### src/logic/cpg_pkg.sv
// Package for the cascadable pulse generator: register map, fields, reset values, modes and bus carriers.
// Assumes a 32-bit APB slave with byte addresses on the low eight address bits.
package cpg_pkg;
  localparam int NCH = 4;

  // Register byte offsets
  localparam logic [7:0] OFS_WIDTH0 = 8'h00;
  localparam logic [7:0] OFS_CTRL = 8'h10;
  localparam logic [7:0] OFS_RUN = 8'h14;
  localparam logic [7:0] OFS_TGCMP = 8'h18;
  localparam logic [7:0] OFS_STATUS = 8'h1c;

  // Field positions
  localparam int WIDTH_LO_POS = 0;
  localparam int WIDTH_HI_POS = 8;
  localparam int CTRL_MODE_POS = 0;
  localparam int CTRL_SRC_POS = 4;
  localparam int CTRL_CKS_POS = 8;
  localparam int CTRL_INV_POS = 16;
  localparam int CTRL_TGEN_POS = 20;
  localparam int CTRL_W = 21;
  localparam int STATUS_LVL_POS = 0;
  localparam int STATUS_RUN_POS = 4;
  localparam int STATUS_TG_POS = 8;

  // Reset values
  localparam logic [15:0] WIDTH_RST = 16'h0000;
  localparam logic [CTRL_W-1:0] CTRL_RST = 21'h000000;
  localparam logic [NCH-1:0] RUN_RST = 4'h0;
  localparam logic [31:0] TGCMP_RST = 32'h00000000;

  // Divider terminal counts for 1, 4, 16, 64 peripheral cycles
  localparam logic [5:0] DIV_LIM_1 = 6'h00;
  localparam logic [5:0] DIV_LIM_4 = 6'h03;
  localparam logic [5:0] DIV_LIM_16 = 6'h0f;
  localparam logic [5:0] DIV_LIM_64 = 6'h3f;

  typedef enum logic [1:0] {
    MODE_8 = 2'b00,
    MODE_88 = 2'b01,
    MODE_16 = 2'b10,
    MODE_1616 = 2'b11
  } cpg_mode_e;

  typedef enum logic [1:0] {
    SRC_RUN = 2'b00,
    SRC_GATE = 2'b01,
    SRC_TG = 2'b10
  } cpg_src_e;

  typedef struct packed {
    logic psel;
    logic penable;
    logic pwrite;
    logic [7:0] paddr;
    logic [31:0] pwdata;
  } cpg_apb_req_s;

  typedef struct packed {
    logic [31:0] prdata;
    logic pready;
    logic pslverr;
  } cpg_apb_rsp_s;

  typedef struct packed {
    logic run;
    logic lvl;
    logic [7:0] cnt;
    logic [5:0] div;
  } cpg_chan_s;
endpackage : cpg_pkg

### src/logic/cpg_top.sv
// Top of the cascadable pulse generator: one group of four channels with APB registers.
// Assumes gate and timing inputs synchronous to core_clk; outputs feed a timer output stage.
`timescale 1ns/1ps
module cpg_top #(
  parameter int TG_W = 8
) (
  // Clock, reset, enable
  input wire logic core_clk,
  input wire logic rstn,
  input wire logic ce,
  // APB slave
  input wire cpg_pkg::cpg_apb_req_s apb_req,
  output cpg_pkg::cpg_apb_rsp_s apb_rsp,
  // Gate levels from the multifunction timer unit
  input wire logic [cpg_pkg::NCH-1:0] gate_in,
  // Pulse outputs, per-channel interrupt pulses and timing-generator start levels
  output logic [cpg_pkg::NCH-1:0] pulse_out,
  output logic [cpg_pkg::NCH-1:0] irq_out,
  output logic [cpg_pkg::NCH-1:0] tg_start_out
);
  import cpg_pkg::*;

  // Timing counter is compared against one byte per channel
  if (TG_W < 1 || TG_W > 8) begin : g_bad_tg_w
    $error("TG_W must be 1 to 8");
  end

  typedef struct packed {
    logic [NCH-1:0][15:0] width;
    logic [CTRL_W-1:0] ctrl;
    logic [NCH-1:0] run;
    logic [31:0] tgcmp;
    logic [TG_W-1:0] tg_cnt;
    logic [NCH-1:0] tg_start;
    cpg_chan_s [NCH-1:0] chan;
    logic [NCH-1:0] pulse;
    logic [NCH-1:0] irq;
    cpg_apb_rsp_s rsp;
  } cpg_state_s;

  cpg_state_s q, d;
  logic [1:0] rst_sync_q;
  logic rst_n_int;

  function automatic logic [5:0] div_limit(input logic [1:0] sel);
    case (sel)
      2'b00: div_limit = DIV_LIM_1;
      2'b01: div_limit = DIV_LIM_4;
      2'b10: div_limit = DIV_LIM_16;
      default: div_limit = DIV_LIM_64;
    endcase
  endfunction : div_limit

  // Prohibited pair codes fall back to independent channels
  function automatic cpg_mode_e eff_mode(input logic [CTRL_W-1:0] c, input int p);
    logic quad;
    logic [1:0] md;
    quad = (c[CTRL_MODE_POS +: 2] == 2'b11) && (c[CTRL_MODE_POS + 2 +: 2] == 2'b11);
    md = c[CTRL_MODE_POS + 2 * p +: 2];
    if (quad) begin
      eff_mode = MODE_1616;
    end else if (md == 2'b11) begin
      eff_mode = MODE_8;
    end else begin
      eff_mode = cpg_mode_e'(md);
    end
  endfunction : eff_mode

  function automatic logic addr_ok(input logic [7:0] a);
    addr_ok = (a[1:0] == 2'b00) && (a <= OFS_STATUS);
  endfunction : addr_ok

  always_comb begin
    logic acc;
    logic wr;
    logic [31:0] rdata;
    logic [NCH-1:0] tog;
    logic [NCH-1:0] lvl_now;
    cpg_mode_e em;
    logic chained;
    logic outside;
    logic start;
    logic tick;
    logic divtick;
    logic [1:0] src;
    logic [15:0] wl;
    logic [15:0] wh;
    logic [15:0] cnt;
    logic [15:0] ncnt;
    logic nlvl;
    logic nrun;
    logic [5:0] ndiv;
    int up;
    int pre;
    acc = 1'b0;
    wr = 1'b0;
    rdata = 32'h00000000;
    tog = '0;
    lvl_now = '0;
    em = MODE_8;
    chained = 1'b0;
    outside = 1'b0;
    start = 1'b0;
    tick = 1'b0;
    divtick = 1'b0;
    src = 2'b00;
    wl = 16'h0000;
    wh = 16'h0000;
    cnt = 16'h0000;
    ncnt = 16'h0000;
    nlvl = 1'b0;
    nrun = 1'b0;
    ndiv = 6'h00;
    up = 0;
    pre = 0;
    d = q;

    // One wait state: ready in the second access cycle, write lands there
    acc = apb_req.psel & apb_req.penable;
    wr = acc & q.rsp.pready & apb_req.pwrite & addr_ok(apb_req.paddr);
    case (apb_req.paddr)
      OFS_CTRL: rdata = 32'(q.ctrl);
      OFS_RUN: rdata = 32'(q.run);
      OFS_TGCMP: rdata = q.tgcmp;
      OFS_STATUS: begin
        for (int k = 0; k < NCH; k++) begin
          rdata[STATUS_LVL_POS + k] = q.chan[k].lvl;
          rdata[STATUS_RUN_POS + k] = q.chan[k].run;
        end
        rdata[STATUS_TG_POS +: 8] = 8'(q.tg_cnt);
      end
      default: begin
        if (addr_ok(apb_req.paddr)) begin
          rdata = {16'h0000, q.width[apb_req.paddr[3:2]]};
        end
      end
    endcase
    d.rsp.pready = acc & ~q.rsp.pready;
    d.rsp.pslverr = acc & ~q.rsp.pready & ~addr_ok(apb_req.paddr);
    d.rsp.prdata = (acc & ~q.rsp.pready & ~apb_req.pwrite) ? rdata : 32'h00000000;
    if (wr) begin
      case (apb_req.paddr)
        OFS_CTRL: d.ctrl = apb_req.pwdata[CTRL_W-1:0];
        OFS_RUN: d.run = apb_req.pwdata[NCH-1:0];
        OFS_TGCMP: d.tgcmp = apb_req.pwdata;
        OFS_STATUS: d.ctrl = q.ctrl;
        default: d.width[apb_req.paddr[3:2]] = apb_req.pwdata[15:0];
      endcase
    end

    if (q.ctrl[CTRL_TGEN_POS]) begin
      d.tg_cnt = q.tg_cnt + 1'b1;
      for (int k = 0; k < NCH; k++) begin
        if (q.tg_cnt == q.tgcmp[8 * k +: TG_W]) begin
          d.tg_start[k] = 1'b1;
        end
      end
    end else begin
      d.tg_cnt = '0;
      d.tg_start = '0;
    end

    // Descending so prescaler toggles are known before output sides
    for (int k = NCH - 1; k >= 0; k--) begin
      em = eff_mode(q.ctrl, k / 2);
      chained = (em == MODE_16) || (em == MODE_1616);
      up = k | 1;
      if (!(chained && (k % 2 == 1))) begin
        src = q.ctrl[CTRL_SRC_POS + 2 * (k / 2) +: 2];
        if (em == MODE_88 || em == MODE_1616 || (k % 2 == 1) || src == SRC_RUN) begin
          start = q.run[k];
        end else if (src == SRC_GATE) begin
          start = gate_in[k];
        end else if (src == SRC_TG) begin
          start = q.tg_start[k];
        end else begin
          start = q.run[k];
        end
        // out side counts each prescaler toggle
        outside = ((em == MODE_88) && (k % 2 == 0)) || ((em == MODE_1616) && (k == 0));
        pre = (em == MODE_88) ? up : 2;
        divtick = q.chan[k].div == div_limit(q.ctrl[CTRL_CKS_POS + 2 * k +: 2]);
        tick = outside ? tog[pre] : divtick;
        // even lower byte, odd upper byte
        if (chained) begin
          wl = {q.width[up][WIDTH_LO_POS +: 8], q.width[k][WIDTH_LO_POS +: 8]};
          wh = {q.width[up][WIDTH_HI_POS +: 8], q.width[k][WIDTH_HI_POS +: 8]};
          cnt = {q.chan[up].cnt, q.chan[k].cnt};
        end else begin
          wl = {8'h00, q.width[k][WIDTH_LO_POS +: 8]};
          wh = {8'h00, q.width[k][WIDTH_HI_POS +: 8]};
          cnt = {8'h00, q.chan[k].cnt};
        end
        ncnt = cnt;
        nlvl = q.chan[k].lvl;
        nrun = q.chan[k].run;
        ndiv = q.chan[k].div;
        if (!start) begin
          nrun = 1'b0;
          nlvl = 1'b0;
          ncnt = 16'h0000;
          ndiv = 6'h00;
        end else if (!q.chan[k].run) begin
          nrun = 1'b1;
          nlvl = 1'b0;
          ncnt = wl;
          ndiv = 6'h00;
        end else begin
          ndiv = divtick ? 6'h00 : q.chan[k].div + 6'h01;
          if (tick) begin
            // reload plus one ticks per phase
            if (cnt == 16'h0000) begin
              nlvl = ~q.chan[k].lvl;
              ncnt = nlvl ? wh : wl;
            end else begin
              ncnt = cnt - 16'h0001;
            end
          end
        end
        tog[k] = nlvl ^ q.chan[k].lvl;
        d.chan[k] = '{run: nrun, lvl: nlvl, cnt: ncnt[7:0], div: ndiv};
        lvl_now[k] = nlvl;
        if (chained) begin
          tog[up] = tog[k];
          d.chan[up] = '{run: nrun, lvl: nlvl, cnt: ncnt[15:8], div: 6'h00};
          lvl_now[up] = nlvl;
        end
      end
    end

    d.pulse = lvl_now ^ q.ctrl[CTRL_INV_POS +: NCH];
    d.irq = d.pulse ^ q.pulse;
  end

  always_ff @(posedge core_clk or negedge rstn) begin
    if (!rstn) begin
      rst_sync_q <= 2'b00;
    end else begin
      rst_sync_q <= {rst_sync_q[0], 1'b1};
    end
  end

  assign rst_n_int = rst_sync_q[1];

  always_ff @(posedge core_clk or negedge rst_n_int) begin
    if (!rst_n_int) begin
      q <= '0;
      q.width <= {NCH{WIDTH_RST}};
      q.ctrl <= CTRL_RST;
      q.run <= RUN_RST;
      q.tgcmp <= TGCMP_RST;
    end else if (ce) begin
      q <= d;
    end
  end

  assign apb_rsp = q.rsp;
  assign pulse_out = q.pulse;
  assign irq_out = q.irq;
  assign tg_start_out = q.tg_start;
endmodule : cpg_top

### config.mk
export PLATFORM = sky130hd
export DESIGN_NAME = cpg_top
export DESIGN_NICKNAME = d
export VERILOG_FILES = /design/src/logic/cpg_pkg.sv /design/src/logic/cpg_top.sv
export SDC_FILE = /design/constraint.sdc
export NUM_CORES = 1
export LEC_CHECK = 0
export ABC_AREA = 1
export ABC_CLOCK_PERIOD_IN_PS = 16149
export BUFFER_PORTS_ARGS = -buffer_cell sky130_fd_sc_hd__clkbuf_2
export CORE_MARGIN = 8
export CORE_UTILIZATION = 45
export DETAILED_ROUTE_END_ITERATION = 8
export GPL_TIMING_DRIVEN = 0
export HOLD_SLACK_MARGIN = 0.03
export PLACE_DENSITY_LB_ADDON = 0.1
export SYNTH_ARGS = -nofsm -noshare
export SYNTH_HDL_FRONTEND = slang
export SYNTH_SLANG_ARGS = --single-unit
### constraint.sdc
create_clock -name core_clk -period 16.15 [get_ports core_clk]
set_input_delay 1.615 -clock core_clk [delete_from_list [all_inputs] [get_ports core_clk]]
set_output_delay 1.615 -clock core_clk [all_outputs]
set_load 0.02 [all_outputs]
==> run_results.csv <==
group,metric,value,unit
worst_setup_path,worst_ep_required_time,16.54,ns
clock_network,cts_buffers,28,
worst_setup_path,r2r_cells,18,
worst_setup_path,worstPathCellList,"clkbuf_2, nor3_1, nand2_1, nor2_1, inv_1, nor2_1, nand2_1, clkbuf_1, nand2_1, o21ai_0",
power,powerDensity,87.1,mW/mm²
route,wl_per_cell,22.2,µm
power,p_switching,0.332,mW
run_status,status,"finished, final reports clean",
die,die_w,192,µm
place,dp.cells,2284,
clock_network,cts.sinks,241,
global_routing,grt_max_degree,66,
clock_network,cts-resized-gates,0,
logic_synthesis,netlist_area,0.0139,mm²
worst_setup_path,cp-end-kind,"flip-flop",
clock_network,clk_latency,0.56,ns
clock_network,clockRootBuffer,"clkbuf_16",
clock_network,htreeDepth,1,
global_routing,antenna_found_initial,3,
die,dieArea,0.0367,mm²
worst_setup_path,r2r_end,"q[52]",
route,drt_iter0_markers,1373,
clock_network,hold_buffers,0,
clock_network,postCtsSetupRepairBufs,0,
worst_setup_path,max_stage_delay,0.41,ns
die,start_util,0.455,
worst_setup_path,path_common_cell,"nand2_1",
global_routing,grt_pass1_vias,13100,
logic_synthesis,synth_area_leaders,"dfrtp_1 (43%), nand2_1 (10%), o21ai_0 (8.7%)",
die,die_y,192,µm
logic_synthesis,synth_area_leader_cell,"dfrtp_1",
global_routing,track_usage,0.280,
route,via_per_inst,5.80,
min_path,min_from,"rst_sync_q[0]",
worst_setup_path,cp.buffers_inverters,3,
worst_setup_path,r2r-start,"q[96]",
route,drcViolationCount,0,
sta,final.setup_skew,0.0185,ns
logic_synthesis,syn_avg_cell_area,7.74,µm²
route,dr_total_vias,13600,
logic_synthesis,synth_top_area_share,0.435,
sta,period_minus_slack,3.77,ns
power,p_clk_frac,0.493,
min_path,whs_path_depth,0,
logic_synthesis,synth_ff_type,"dfrtp_1",
worst_setup_path,reg2reg_slack,13.27,ns
die,pin_count,96,
place,place.detailed.hpwl,39.1,mm
power,swShare,0.239,
job,drv_cap,0,
place,gp_congestion,0.962,
logic_synthesis,synth_edf_count,0,
sta,worst_pin_slew,1.11,ns
layout,final_layout_size_suffix_gt1_frac,0.123,
layout,layout.nets,1977,
power,p_int,1.05,mW
logic_synthesis,async_flop_share,1.00,
layout,fillerInstances,2993,
power,seq_power_share,0.445,
sta,finalSetupViolations,0,
clock_network,clk_pin_slew,0.06,ns
die,std_cell_rows,64,
min_path,holdPathEnd,"rst_sync_q[1]",
sta,max_freq,265,MHz
logic_synthesis,synthesis.nets,1852,
worst_setup_path,crit_arrival,4.16,ns
route,ant_nets,0,
worst_setup_path,cp_slowest_cell,"clkbuf_1",
layout,finalNonFillerCells,2336,
power,p_leak,7.28,nW
die,coreArea,0.0305,mm²
route,firstDrtPassIters,5,
worst_setup_path,cpLargestDelayFamily,"simple AND/OR/NAND/NOR gates",
logic_synthesis,synth-seq-cells,241,
worst_setup_path,crit_fanout,10,
sta,rsz0062_at_grt,"false",
power,ir_worst_vdd,97.1,µV
layout,area_growth,14.7,%
worst_setup_path,cp-start-kind,"primary input",
clock_network,cts_tree,"done",
logic_synthesis,ys_warn_count,0,
route,wl,51.8,mm
sta,slew_viol_final,0,
min_path,hold_class,"flip-flop to flip-flop",
power,combPwrFrac,0.062,
sta,finalSetupTns,0,ns
logic_synthesis,synth.distinct_cells,58,
global_routing,overflow,0,
place,portBuffers,92,
sta,hold_viol_final,0,
sta,timing.final.crit_share,0.233,
sta,maxSlewHeadroom,0.262,
worst_setup_path,path_class,"primary input to flip-flop",
logic_synthesis,synth_cells,1793,
logic_synthesis,synth_seq_area_share,0.435,
clock_network,cts_max_path_buffers,3,
global_routing,grt_pass1_wl,78.9,mm
-- flip-flops by register name, indices dropped and copies added, names as in the netlist --
name          count
apb_rsp          34
irq_out           4
q               193
tg_start_out      4
rst_sync_q        2
pulse_out         4
-- layout make-up --
type | count | area, µm² | share of cell area
Antenna cell | 1 | 2.50 | 0.000157
Buffer | 128 | 698 | 0.0439
Clock buffer | 41 | 841 | 0.0528
Clock inverter | 10 | 158 | 0.00991
Inverter | 193 | 727 | 0.0457
Multi-Input combinational cell | 1231 | 6410 | 0.403
Sequential cell | 241 | 6030 | 0.379
Tap cell | 396 | 495 | 0.0311
Timing Repair Buffer | 95 | 543 | 0.0341
-- per-layer routing --
layer	vias to the layer above	wire length [µm]	GRT usage
met2	591	23600	0.448
li1	6289	-	-
met5	-	10	0
met1	6562	22300	0.388
met3	106	4040	0.0374
met4	2	1890	0.0900
-- logic make-up (layout without fill, tap and decap cells) --
kind of cell | after synthesis | in the layout | share of synthesized area
adders and majority gates | 9 | 9 | 0.00812
muxes | 13 | 13 | 0.0104
AOI/OAI and AO/OA | 523 | 523 | 0.222
other | 1 | 2 | 0.000270
and+or+nand+nor | 632 | 632 | 0.187
buffers and inverters | 321 | 467 | 0.103
DFF | 241 | 241 | 0.435
xor gates and xnor gates | 53 | 53 | 0.0340
-- stage by stage --
step	power, mW	utilization	hold slack (ns)	area [µm²]	setup WS [ns]
5_1_grt	1.43	0.521	0.366	15900	12.25
3_5_place_dp	0.713	0.489	0.341	14900	11.89
3_3_place_gp	0.710	0.486	0.342	14800	5.92
4_1_cts	1.39	0.521	0.357	15900	12.44
2_1_floorplan	0.673	-	0.331	13900	8.94
6_report	1.39	0.522	0.350	15900	12.38
-- power groups by stage --
stage	clock network, mW	registers (mW)	logic [mW]
global placement	0	0.637	0.0725
floorplan	0	0.632	0.0411
CTS	0.692	0.617	0.0847
detailed placement	0	0.628	0.0846
global route	0.716	0.618	0.0932
finish	0.684	0.617	0.0857
-- how the worst max path moves through the flow --
stage,from,to,slack [ns],cells past startpoint
after global routing,ce,apb_rsp[4],12.25,8
after detailed placement,apb_req[39],q[170],11.89,10
after CTS,apb_req[39],q[170],12.44,10
final,apb_req[39],q[170],12.38,10
after floorplan,rst_sync_q[1],apb_rsp[0],8.94,0
after global placement,rst_sync_q[1],q[95],5.92,0
-- cell usage after synthesis, types with 21 or more instances --
cell type and count:
a21oi_1 83, buf_4 47, clkbuf_1 65, dfrtp_1 241, inv_1 184, nand2_1 371, nand3_1 69, nor2_1 136
nor3_1 23, o211ai_1 21, o21ai_0 241, o22ai_1 54, xor2_1 44
-- cells in the final DEF, fill, tap and decap left out, drive strengths merged, types with 7 or more instances in the layout --
| cell type | n |
|---|---|
| mux2 | 11 |
| o221ai | 8 |
| a211oi | 11 |
| buf | 66 |
| nor3 | 24 |
| o211ai | 21 |
| nand2 | 376 |
| a221oi | 7 |
| xor2 | 45 |
| xnor2 | 8 |
| o31ai | 9 |
| a31oi | 20 |
| o21ai | 259 |
| nand3 | 71 |
| dfrtp | 241 |
| o22ai | 54 |
| nor2 | 142 |
| nand4 | 7 |
| inv | 189 |
| ha | 9 |
| a32o | 17 |
| clkbuf | 198 |
| o2111ai | 10 |
| a21oi | 86 |
| clkinv | 7 |
(Power assumes the default switching activity.)
